==> config.mk <==
export PLATFORM = sky130hd
export DESIGN_NAME = crie_core
export DESIGN_NICKNAME = d
export VERILOG_FILES = /design/src/crie_pkg.sv /design/src/crie_stack_mem.sv /design/src/crie_core.sv
export SDC_FILE = /design/constraint.sdc
export NUM_CORES = 1
export LEC_CHECK = 0
export ABC_CLOCK_PERIOD_IN_PS = 7900
export BUFFER_PORTS_ARGS = -buffer_cell sky130_fd_sc_hd__buf_2
export CAP_MARGIN = 40
export CORE_ASPECT_RATIO = 0.7
export CORE_MARGIN = 1.5
export CORE_UTILIZATION = 35
export DETAILED_ROUTE_END_ITERATION = 16
export MAX_ROUTING_LAYER = met4
export PLACE_DENSITY = 0.58
export SYNTH_ARGS = -nofsm -noshare
export SYNTH_HDL_FRONTEND = slang
export SYNTH_SLANG_ARGS = --single-unit
==> constraint.sdc <==
create_clock -name clock -period 7.9 [get_ports clock]
set_clock_uncertainty 0.2 [all_clocks]
set_input_delay 0.79 -clock clock [delete_from_list [all_inputs] [get_ports clock]]
set_output_delay 0.79 -clock clock [all_outputs]
set_load 0.05 [all_outputs]
==> src/crie_pkg.sv <==
// Shared constants and types for the core register and interrupt entry block
package crie_pkg;

    // ****************************************************************
    // Vector addresses (high byte at the lower address)
    // ****************************************************************
    localparam logic [15:0] RESET_VECTOR = 16'h1ffe;
    localparam logic [15:0] EXT_VECTOR = 16'h1ffa;
    localparam logic [15:0] CORE_TIMER_VECTOR = 16'h1ff8;
    localparam logic [15:0] SUPPLY_VECTOR = 16'h1ff6;
    localparam logic [15:0] TIMER_VECTOR = 16'h1ff4;
    localparam logic [15:0] KEYPAD_VECTOR = 16'h1ff2;

    // ****************************************************************
    // Stack, program counter and condition code layout
    // ****************************************************************
    localparam logic [9:0] STACK_FIXED_BITS = 10'h003;
    localparam logic [5:0] STACK_TOP = 6'h3f;
    localparam int STACK_DEPTH = 64;
    localparam int PC_BITS = 14;
    localparam int CCR_HALF_POS = 4;
    localparam int CCR_MASK_POS = 3;
    localparam logic [7:0] CCR_FIXED = 8'he0;

    // ****************************************************************
    // Timer flag and enable fields
    // ****************************************************************
    localparam int TIMER_FIELD_LSB = 5;
    localparam int TIMER_FIELD_MSB = 7;

    // ****************************************************************
    // Supply monitor options byte
    // ****************************************************************
    localparam int OPT_FLAG_POS = 7;
    localparam int OPT_LEVEL_POS = 6;
    localparam int OPT_ACK_POS = 5;
    localparam int OPT_ENABLE_POS = 4;

    // Commands from the instruction sequencer
    typedef enum logic [3:0] {
        CMD_NONE, CMD_LOAD_A, CMD_LOAD_X, CMD_ADD, CMD_ADC, CMD_PUSH,
        CMD_PULL, CMD_RSP, CMD_FETCH, CMD_JUMP, CMD_CALL, CMD_CLI,
        CMD_SEI, CMD_STOP, CMD_WAIT
    } crie_cmd_type;

    // Sequencer states
    typedef enum logic [3:0] {
        S_IDLE, S_PUSH_PCL, S_PUSH_PCH, S_PUSH_X, S_PUSH_A, S_PUSH_CCR,
        S_VEC_HI, S_VEC_LO, S_VEC_CAP, S_VEC_END
    } crie_state_type;

endpackage : crie_pkg

==> src/crie_stack_mem.sv <==
// Stack storage: 64 bytes, synchronous write, registered read data
`timescale 1ns/100ps
module crie_stack_mem
    import crie_pkg::*;
(
    input wire logic clock,
    input wire logic clock_en,
    input wire logic we,
    input wire logic [5:0] waddr,
    input wire logic [7:0] wdata,
    input wire logic re,
    input wire logic [5:0] raddr,
    output logic [7:0] rdata
);

    logic [7:0] mem [STACK_DEPTH];

    // Write port; no reset, stack contents are not defined after reset
    always_ff @(posedge clock) begin
        if (clock_en && we) begin
            mem[waddr] <= wdata;
        end
    end

    // Read port, data held until the next read
    always_ff @(posedge clock) begin
        if (clock_en && re) begin
            rdata <= mem[raddr];
        end
    end

endmodule : crie_stack_mem

==> src/crie_core.sv <==
// Core programming model registers and interrupt entry sequencer
`timescale 1ns/100ps
// Behaviour
// - 8-bit accumulator, untouched by reset
// - 8-bit index register, untouched by reset
// - Stack pointer preset to top on reset/RSP
// - Push decrements, pull increments stack pointer
// - Upper ten stack bits fixed, 00C0-00FF
// - Stack wraps silently past 64 bytes
// - Call pushes two bytes, interrupt five
// - 16-bit PC, top two bits ignored
// - PC increments per fetch, loads on jumps
// - Half carry from bit 3 on add
// - Reset fetches start address from vector
// - Reset sets the interrupt mask
// - Enabled timer flags request shared vector
// - Timer flags/enables in top three bits
// - Input port C pins give keypad interrupt
// - Stop halts oscillator and all processing
// - Wait suspends core, timers keep running
// - Enabled interrupts end wait mode
// - Ack bit write-only, reads zero, clears
// - Supply pin edges interrupt, skip power-on rise
// - Disabled supply monitor raises no interrupt
// - Supply flag cleared by ack and reset
module crie_core
    import crie_pkg::*;
(
    input wire logic clock,
    input wire logic clock_en,
    input wire logic nrst,
    input wire logic power_on,
    input wire crie_cmd_type cmd,
    input wire logic [7:0] cmd_data,
    input wire logic [15:0] cmd_addr,
    input wire logic carry_in,
    output logic cmd_ready,
    output logic [7:0] accumulator,
    output logic [7:0] index_reg,
    output logic [15:0] stack_pointer,
    output logic [15:0] program_counter,
    output logic half_carry,
    output logic carry_out,
    output logic int_mask,
    output logic [7:0] pull_data,
    output logic [15:0] mem_addr,
    output logic mem_rd,
    input wire logic [7:0] mem_rdata,
    input wire logic [7:0] timer_status_reg,
    input wire logic [7:0] timer_control_reg,
    input wire logic [7:0] portc_in,
    input wire logic [7:0] portc_direction,
    input wire logic keypad_irq_enable,
    input wire logic ext_irq,
    input wire logic core_timer_irq,
    input wire logic supply_monitor_pin,
    input wire logic supply_irq_enable,
    input wire logic supply_irq_ack,
    output logic supply_irq_flag,
    output logic [7:0] supply_options,
    output logic osc_run,
    output logic wait_mode,
    output logic busy
);

    // ****************************************************************
    // Helper functions
    // ****************************************************************
    function automatic logic nibble_carry(input logic [3:0] a,
                                          input logic [3:0] b,
                                          input logic c);
        logic [4:0] s;
        s = {1'b0, a} + {1'b0, b} + {4'h0, c};
        return s[4];
    endfunction : nibble_carry

    // ****************************************************************
    // State
    // ****************************************************************
    crie_state_type state;
    logic [5:0] sp;
    logic [13:0] pc;
    logic [15:0] vector;
    logic [7:0] vec_hi;
    logic [7:0] stack_wdata;
    logic [8:0] add_sum;
    logic stopped, in_call, pin_prev, skip_rise, accept, take_irq;
    logic timer_req, keypad_req, any_req, stop_wake, pin_rise, pin_fall;
    logic stack_we, pull_go, add_c;

    // Interrupt sources; timer, keypad and supply gated by their enables, ext and core timer ungated
    assign timer_req = |(timer_status_reg[TIMER_FIELD_MSB:TIMER_FIELD_LSB]
        & timer_control_reg[TIMER_FIELD_MSB:TIMER_FIELD_LSB]);
    // Wired-OR: any input-configured pin pulled low requests
    assign keypad_req = keypad_irq_enable
        & |(~portc_in & ~portc_direction);
    assign any_req = ext_irq | core_timer_irq | supply_irq_flag
        | timer_req | keypad_req;
    // Only pin-driven sources can restart a stopped oscillator
    assign stop_wake = ext_irq | keypad_req | supply_irq_flag;

    // Entry wins over a command presented in the same cycle
    assign take_irq = state == S_IDLE && !stopped && !wait_mode
        && !int_mask && any_req;
    assign cmd_ready = state == S_IDLE && !stopped && !wait_mode
        && !take_irq;
    assign accept = cmd_ready && cmd != CMD_NONE;
    assign busy = state != S_IDLE;
    assign pull_go = accept && cmd == CMD_PULL;
    assign add_c = cmd == CMD_ADC ? carry_in : 1'b0;
    assign add_sum = {1'b0, accumulator} + {1'b0, cmd_data}
        + {8'h00, add_c};

    // Upper bits are constants, only six bits are stored
    assign stack_pointer = {STACK_FIXED_BITS, sp};
    assign program_counter = {2'b00, pc};
    assign osc_run = !stopped;

    // ****************************************************************
    // Stack write data selection
    // ****************************************************************
    // Return address pushed low byte first, then high byte
    always_comb begin
        stack_we = 1'b1;
        case (state)
            S_PUSH_PCL: stack_wdata = pc[7:0];
            S_PUSH_PCH: stack_wdata = {2'b00, pc[13:8]};
            S_PUSH_X: stack_wdata = index_reg;
            S_PUSH_A: stack_wdata = accumulator;
            S_PUSH_CCR: stack_wdata = CCR_FIXED
                | ({7'h00, half_carry} << CCR_HALF_POS)
                | ({7'h00, int_mask} << CCR_MASK_POS);
            default: begin
                stack_we = accept && cmd == CMD_PUSH;
                stack_wdata = cmd_data;
            end
        endcase
    end

    crie_stack_mem u_stack (
        .clock(clock),
        .clock_en(clock_en),
        .we(stack_we),
        .waddr(sp),
        .wdata(stack_wdata),
        .re(pull_go),
        .raddr(sp + 6'h01),
        .rdata(pull_data)
    );

    // ****************************************************************
    // Accumulator, index register and flags
    // ****************************************************************
    // Neither register is cleared by reset, only loaded by commands
    always_ff @(posedge clock) begin
        if (clock_en && accept) begin
            case (cmd)
                CMD_LOAD_A: accumulator <= cmd_data;
                CMD_ADD, CMD_ADC: accumulator <= add_sum[7:0];
                CMD_LOAD_X: index_reg <= cmd_data;
                default: ;
            endcase
        end
    end

    // Half carry tracks the low nibble carry of each add
    always_ff @(posedge clock) begin
        if (!nrst) begin
            half_carry <= 1'b0;
            carry_out <= 1'b0;
        end else if (clock_en && accept
                     && (cmd == CMD_ADD || cmd == CMD_ADC)) begin
            half_carry <= nibble_carry(accumulator[3:0],
                                       cmd_data[3:0], add_c);
            carry_out <= add_sum[8];
        end
    end

    // ****************************************************************
    // Stack pointer
    // ****************************************************************
    // Six-bit arithmetic wraps from the bottom back to the top
    always_ff @(posedge clock) begin
        if (!nrst) begin
            sp <= STACK_TOP;
        end else if (clock_en) begin
            if (accept && cmd == CMD_RSP) begin
                sp <= STACK_TOP;
            end else if (stack_we) begin
                sp <= sp - 6'h01;
            end else if (pull_go) begin
                sp <= sp + 6'h01;
            end
        end
    end

    // ****************************************************************
    // Sequencer: reset vector, call and interrupt entry
    // ****************************************************************
    always_ff @(posedge clock) begin
        if (!nrst) begin
            state <= S_VEC_HI;
            vector <= RESET_VECTOR;
            in_call <= 1'b0;
        end else if (clock_en) begin
            case (state)
                S_IDLE: begin
                    if (take_irq) begin
                        state <= S_PUSH_PCL;
                        in_call <= 1'b0;
                        if (ext_irq) begin
                            vector <= EXT_VECTOR;
                        end else if (supply_irq_flag) begin
                            vector <= SUPPLY_VECTOR;
                        end else if (timer_req) begin
                            vector <= TIMER_VECTOR;
                        end else if (keypad_req) begin
                            vector <= KEYPAD_VECTOR;
                        end else begin
                            vector <= CORE_TIMER_VECTOR;
                        end
                    end else if (accept && cmd == CMD_CALL) begin
                        state <= S_PUSH_PCL;
                        in_call <= 1'b1;
                    end
                end
                S_PUSH_PCL: state <= S_PUSH_PCH;
                S_PUSH_PCH: state <= in_call ? S_IDLE : S_PUSH_X;
                S_PUSH_X: state <= S_PUSH_A;
                S_PUSH_A: state <= S_PUSH_CCR;
                S_PUSH_CCR: state <= S_VEC_HI;
                S_VEC_HI: state <= S_VEC_LO;
                S_VEC_LO: state <= S_VEC_CAP;
                S_VEC_CAP: state <= S_VEC_END;
                S_VEC_END: state <= S_IDLE;
                default: state <= S_IDLE;
            endcase
        end
    end

    // Vector reads: one-cycle read latency, high byte first
    always_ff @(posedge clock) begin
        if (!nrst) begin
            mem_rd <= 1'b0;
            mem_addr <= 16'h0000;
            vec_hi <= 8'h00;
        end else if (clock_en) begin
            mem_rd <= state == S_VEC_HI || state == S_VEC_LO;
            if (state == S_VEC_HI) begin
                mem_addr <= vector;
            end else if (state == S_VEC_LO) begin
                mem_addr <= vector + 16'h0001;
            end
            if (state == S_VEC_CAP) begin
                vec_hi <= mem_rdata;
            end
        end
    end

    // ****************************************************************
    // Program counter
    // ****************************************************************
    // Top two address bits are dropped on every load
    always_ff @(posedge clock) begin
        if (!nrst) begin
            pc <= 14'h0000;
        end else if (clock_en) begin
            if (state == S_VEC_END) begin
                pc <= {vec_hi[PC_BITS-9:0], mem_rdata};
            end else if (state == S_PUSH_PCH && in_call) begin
                pc <= cmd_addr[PC_BITS-1:0];
            end else if (accept && cmd == CMD_JUMP) begin
                pc <= cmd_addr[PC_BITS-1:0];
            end else if (accept && cmd == CMD_FETCH) begin
                pc <= pc + 14'h0001;
            end
        end
    end

    // ****************************************************************
    // Interrupt mask and low-power modes
    // ****************************************************************
    always_ff @(posedge clock) begin
        if (!nrst) begin
            int_mask <= 1'b1;
        end else if (clock_en) begin
            if (take_irq || (accept && cmd == CMD_SEI)) begin
                int_mask <= 1'b1;
            end else if (accept && cmd == CMD_CLI) begin
                int_mask <= 1'b0;
            end
        end
    end

    // Wake ignores the mask; entry then follows only if unmasked
    always_ff @(posedge clock) begin
        if (!nrst) begin
            stopped <= 1'b0;
            wait_mode <= 1'b0;
        end else if (clock_en) begin
            if (stopped) begin
                stopped <= !stop_wake;
            end else if (accept && cmd == CMD_STOP) begin
                stopped <= 1'b1;
            end
            if (wait_mode) begin
                wait_mode <= !any_req;
            end else if (accept && cmd == CMD_WAIT) begin
                wait_mode <= 1'b1;
            end
        end
    end

    // ****************************************************************
    // Supply monitor pin interrupt
    // ****************************************************************
    assign pin_rise = !pin_prev && supply_monitor_pin;
    assign pin_fall = pin_prev && !supply_monitor_pin;

    // Reset is synchronous, so the pin level is caught at a clock edge
    always_ff @(posedge clock) begin
        if (!nrst) begin
            pin_prev <= supply_monitor_pin;
            skip_rise <= power_on;
        end else if (clock_en) begin
            pin_prev <= supply_monitor_pin;
            if (pin_rise || pin_prev) begin
                skip_rise <= 1'b0;
            end
        end
    end

    // An edge in the ack cycle sets the flag again: set beats clear
    always_ff @(posedge clock) begin
        if (!nrst) begin
            supply_irq_flag <= 1'b0;
        end else if (clock_en) begin
            if (supply_irq_enable
                && (pin_fall || (pin_rise && !skip_rise))) begin
                supply_irq_flag <= 1'b1;
            end else if (supply_irq_ack) begin
                supply_irq_flag <= 1'b0;
            end
        end
    end

    // Options byte view; the ack position always reads as zero
    always_ff @(posedge clock) begin
        if (!nrst) begin
            supply_options <= 8'h00;
        end else if (clock_en) begin
            supply_options <= 8'h00;
            supply_options[OPT_FLAG_POS] <= supply_irq_flag;
            supply_options[OPT_LEVEL_POS] <= supply_monitor_pin;
            supply_options[OPT_ACK_POS] <= 1'b0;
            supply_options[OPT_ENABLE_POS] <= supply_irq_enable;
        end
    end
endmodule : crie_core

# Word level (Yosys, flattened, before mapping)
# Memory sizes are Yosys's and may differ from the RTL's. A register that Yosys moved wholly into a read port is not among the register bits.
# Cells that the tools add are included.
# word_totals
regBits	91
ram_bits	512
inputBits	79
out_inout_bits	89
word_cells	169
memories	1
# memory_table
name	words	width	read_ports	rd_ports_with_merged_regs	wr	line_no	source
u_stack.mem	64	8	1	1	1	crie_stack_mem.sv:16	logic [7:0] mem [STACK_DEPTH];
# op_classes
n_addsub	8
eq_ne	26
mux	38
bitwise_logic	12
n_reduce_logical	65
# ops
operator	count
$mux 14	4
$pmux 8 s5	1
$eq 4x4->1 const B	9
$pmux 4 s9	1
$eq 4x3->1 const B	8
$mux 16	2
$logic_and 1x1->1	25
$mux 4	6
$reduce_and 2->1	10
$mux 1	19
$mux 6	3
$add 16x1->16 const B	1
$eq 4x2->1 const B	4
$not 8->8	2
$pmux 8 s2	1
$add 14x1->14 const B	1
$reduce_bool 4->1	3
$reduce_bool 2->1	5
$add 8x8->9	1
$add 9x1->9	1
$logic_not 1->1	9
$and 8x8->8	1
$eq 4x1->1 const B	2
$or 8x4->8	1
19 further kinds	29

# Logic depth before layout (Yosys ltp)
# depth
word_depth	14
depth_mapped	11
ltp_nobuf	10

# By module
# A second synthesis with hierarchy kept.
# hier_totals
cells_unflattened	1431
hier_area_um2	24584.8
# modules_own_cells
module	instances	cells_each	area_each_um2
crie_stack_mem	1	901	20226.9
crie_core	1	530	4357.9

# Worst setup path after synthesis
# No wires, ideal clock.
# synth_timing
path_type	register to register
from	reg pc[5]
to	mem u_stack.mem[0][5], data pin
setup_ps	722
arrival_time_ps	3889
t_required_ps	6978
path_slack_ps	3089
path_stages_with_launch	6
period_less_slack_ps	4811
path_cell_list	dfxtp_1 nand3_1 o21ai_0 a221o_1 a2111oi_0 a211oi_1
# synth_between
elab_chain_len	1
# synth_rtl
item	line_no	source
start, declared	crie_core.sv:82	logic [13:0] pc;
start signal, assigned	crie_core.sv:269	pc <= {vec_hi[PC_BITS-9:0], mem_rdata};
start signal, assigned	crie_core.sv:271	pc <= cmd_addr[PC_BITS-1:0];
start signal, assigned	crie_core.sv:273	pc <= cmd_addr[PC_BITS-1:0];
$pmux 8 s5	crie_core.sv:125	case (state)
via stack_wdata[5]	crie_core.sv:85	logic [7:0] stack_wdata;
end, declared	crie_stack_mem.sv:16	
# The timed path passes the listed nets, and every way through them passes these cells.

# Final worst setup path
# layout_timing
from	reg state[0]
to	mem u_stack.mem[2][3] (enable)
# layout_between
elab_chain_len	13
# layout_rtl
item	line_no	source
start, declared	crie_core.sv:80	crie_state_type state;
start signal, assigned	crie_core.sv:228	S_PUSH_PCH: state <= in_call ? S_IDLE : S_PUSH_X;
$logic_not 4->1	crie_core.sv:103, crie_core.sv:105	
$logic_and 1x1->1 (2 in series)	crie_core.sv:103, crie_core.sv:105	
$logic_and 1x1->1 (2 in series)	crie_core.sv:104	&& !int_mask && any_req;
$logic_not 1->1	crie_core.sv:106	&& !take_irq;
$logic_and 1x1->1	crie_core.sv:106	
$logic_and 1x1->1	crie_core.sv:107	assign accept = cmd_ready && cmd != CMD_NONE;
$logic_and 1x1->1	crie_core.sv:134	stack_we = accept && cmd == CMD_PUSH;
$mux 1 (*)	crie_core.sv:125	
$logic_and 1x1->1 (*)	crie_stack_mem.sv:20	if (clock_en && we) begin
$mux 1 (*)	crie_stack_mem.sv:20	
$mux 1 (implied by the code) (*)	crie_stack_mem.sv:21	mem[waddr] <= wdata;
# Mark *: on every way between the ends. The rest lies on a longest branch, timed or not.

==> results.cfg <==
[worst_setup_path]
cpPeakStageDelay_ns = 1.00
cp_common_cell = nand3_1
required_ns = 7.94
cp_max_fo = 24
worstSetupPathType = reg -> reg
crit_slowest_cell = nor2_1
cp.arrival_ns = 5.29
endpoint_kind = flip-flop
startpoint_type = flip-flop
crit_chain = or4_1, nor3_2, nand3_1, o21ai_1, nand3_1, nor2_1

[die]
fp.dieArea_mm2 = 0.07139
die_h_um = 224.0
die_w_um = 318.7
initial_core_util_pct = 35.61
core_mm2 = 0.06857
row_count = 80
pin_count = 168

[cts]
cts.htree.levels = 2
clkTransAtPathRegs_ns = 0.06
clkLatencyLatePin_ns = 0.61
cts_tree = built
post-cts-setup-buffer-count = 0
cts_num_sinks = 587
post_cts_resized = 0
clock_path_buffers = 3
numCtsBuffers = 56
cts_hold_buf = 0
cts_root_buf = clkbuf_16

[synthesis]
yosysUniqueCellTypes = 70
syn-instance-count = 1361
synth_edf_count = 538
synth_area_per_cell_um2 = 17.94
ys_async_sr_fraction_pct = 0
ys.flop_type = edfxtp_1
yosys_register_bits = 587
synth_area_mm2 = 0.02442
seq_area_frac_synth_pct = 70.18
synth-warning-count = 0

[grt]
grt_pass1_wl_um = 88260
grt_antenna_before_repair = 2
first_global_vias = 13170
gr-total-overflow = 0
grt_max_degree = 65
globalRouteTotalUtil_pct = 17.24

[sta]
holdWs_ns = 0.2106
relSlewSlack_pct = 38.24
min_period_ns = 5.247
fmax_mhz = 190.6
grt_setup_unrepaired = false
finalSetupViolations = 0
drv_slew = 0
fin_crit_sh_pct = 66.41
fin_ws_ns = 2.653
fin_setup_tns_ns = 0
max_slew.worst_pin.slew_ns = 0.9230
hold_viol_final = 0

[pwr]
swShare_pct = 24.30
p_clk_share_pct = 38.0
leakage_nw = 9.189
power.density_mw_per_mm2 = 252.7
pwr-share-comb_pct = 12.4
p_sw_mw = 1.718
ir_drop_v = 0.0001796
power_mw = 7.073
pwr-share-seq_pct = 49.6
internal-power_mw = 5.355

[placed_design]
hpwl_um = 38400
gp_congestion = 0.8424
place_area_mm2 = 0.02617
portBuffers = 135
dp.cells = 2345
pre_cts_ws_ns = 2.801

[cells_and_area]
layout-drive-gt1-share_pct = 28.39
areaGrowthSynthToFinish_pct = 14.63
design_area_mm2 = 0.02799
reg_top3 = u_stack.mem: 512 flops, pc: 14 flops
instances_no_fill = 2445
largest_register_ffs = 512
largest_register = u_stack.mem
n_antenna_cell = 0
utilization_pct = 40.82
nets = 1592

[drt]
drt_first_iter_violations = 1536
drt_wl_total_um = 59540
first_pass_iters = 6
dr_total_vias = 13130
drc = 0
antenna_left = 0
viasPerCell = 5.368
wl_per_cell_um = 24.35

[hold_path]
hold_class = in -> reg

[outcome]
outcome = finished, final reports clean

[job]
cap_violations = 0
## routing by layer
| metal | global-route usage (%) | up-vias | part of all wire (%) |
|---|---|---|---|
| met5 | - | - | 0 |
| met4 | 3.735 | 0 | 1.6 |
| met3 | 4.032 | 69 | 7.8 |
| met2 | 25.06 | 432 | 45 |
| met1 | 24.65 | 6881 | 45 |
| li1 | - | 5743 | - |
## worst max-delay path: cells and delay by family (launching register included)
family           cells  cell delay, ns
AO/OA/AOI/OAI        1            0.74
AND/OR/NAND/NOR      5            3.33
flip-flops           1            0.59
## Yosys cell counts (4+ instances only)
cell type  number  share of area, %
edfxtp_1      538                66
mux4_2        168                15
nor2_1        109               1.7
nand2_1        66               1.0
dfxtp_1        49               4.0
clkbuf_1       48              0.74
mux2i_1        32               1.3
o21ai_0        31              0.64
buf_4          28              0.86
nand3_1        21              0.43
a21oi_1        20              0.41
inv_1          19              0.29
a31oi_1        17              0.44
buf_1          16              0.25
nor2b_1        14              0.36
nor3_1         13              0.27
xnor2_1        12              0.43
ha_1           10              0.51
o211ai_1       10              0.31
nand4_1         9              0.23
or3_1           9              0.23
and3_1          8              0.20
o22ai_1         8              0.20
buf_2           7              0.14
o21a_1          7              0.22
a211oi_1        5              0.15
a22oi_1         5              0.15
o31ai_1         5              0.15
xor2_1          5              0.18
nand2b_1        4              0.10
nor3b_1         4              0.12
nor4_1          4              0.10
## kinds of logic (layout without fill, tap and decap cells)
kind of cell | after synthesis | count (layout) | share of synthesized area (%)
flops | 587 | 587 | 70.18
buf+inv | 121 | 285 | 2.362
other cells | 2 | 20 | 0.03076
mux | 203 | 203 | 16.95
xor+xnor | 17 | 17 | 0.6097
simple gates | 273 | 273 | 5.134
compound gates | 146 | 146 | 4.064
fa+ha+maj | 12 | 12 | 0.6764
## power by group through the flow
stage / combinational (mW) / clock, mW / sequential (mW)
after floorplan: 0.569 / 0 / 3.59
after global placement: 0.868 / 0 / 3.57
after detailed placement: 0.886 / 0 / 3.57
after CTS: 0.888 / 2.75 / 3.51
after global routing: 0.929 / 2.87 / 3.51
final: 0.876 / 2.69 / 3.51
## cell usage in the layout, fill, tap and decap left out, drive strengths merged, types with 7 or more instances in the layout
cell	instances
o21a	8
xnor2	12
mux4	168
clkinv	24
a21oi	20
clkbuf	66
nand4	9
o21ai	33
nor2	109
a31oi	17
o211ai	10
nand2	66
or3	9
o22ai	8
conb	20
nor3	14
and3	8
buf	163
dfxtp	49
edfxtp	538
nand3	21
nor2b	14
ha	10
bufinv	7
inv	21
mux2i	32
## area by class of cell
class                      count  area, um^2
fill                        6072       40570
sequential                   587       17140
multi-input combinational    671        6900
clock buffer                  66        1439
tap                          902        1129
timing repair buffer         165       929.6
clock inverter                34       379.1
inverter                      20       75.07
## path summary, 6_finish.rpt
kind                             startpoint                 to  slack (ns)  cells past startpoint
worst max-delay path               state[0]  u_stack.mem[2][3]        2.65                      6
worst min-delay path            cmd_data[0]       index_reg[0]        0.21                      1
worst max register to register     state[0]  u_stack.mem[2][3]        2.65                      6
worst min register to register  mem_addr[1]        mem_addr[1]        0.26                      2
No activity file was read; power rests on OpenSTA's default activity.
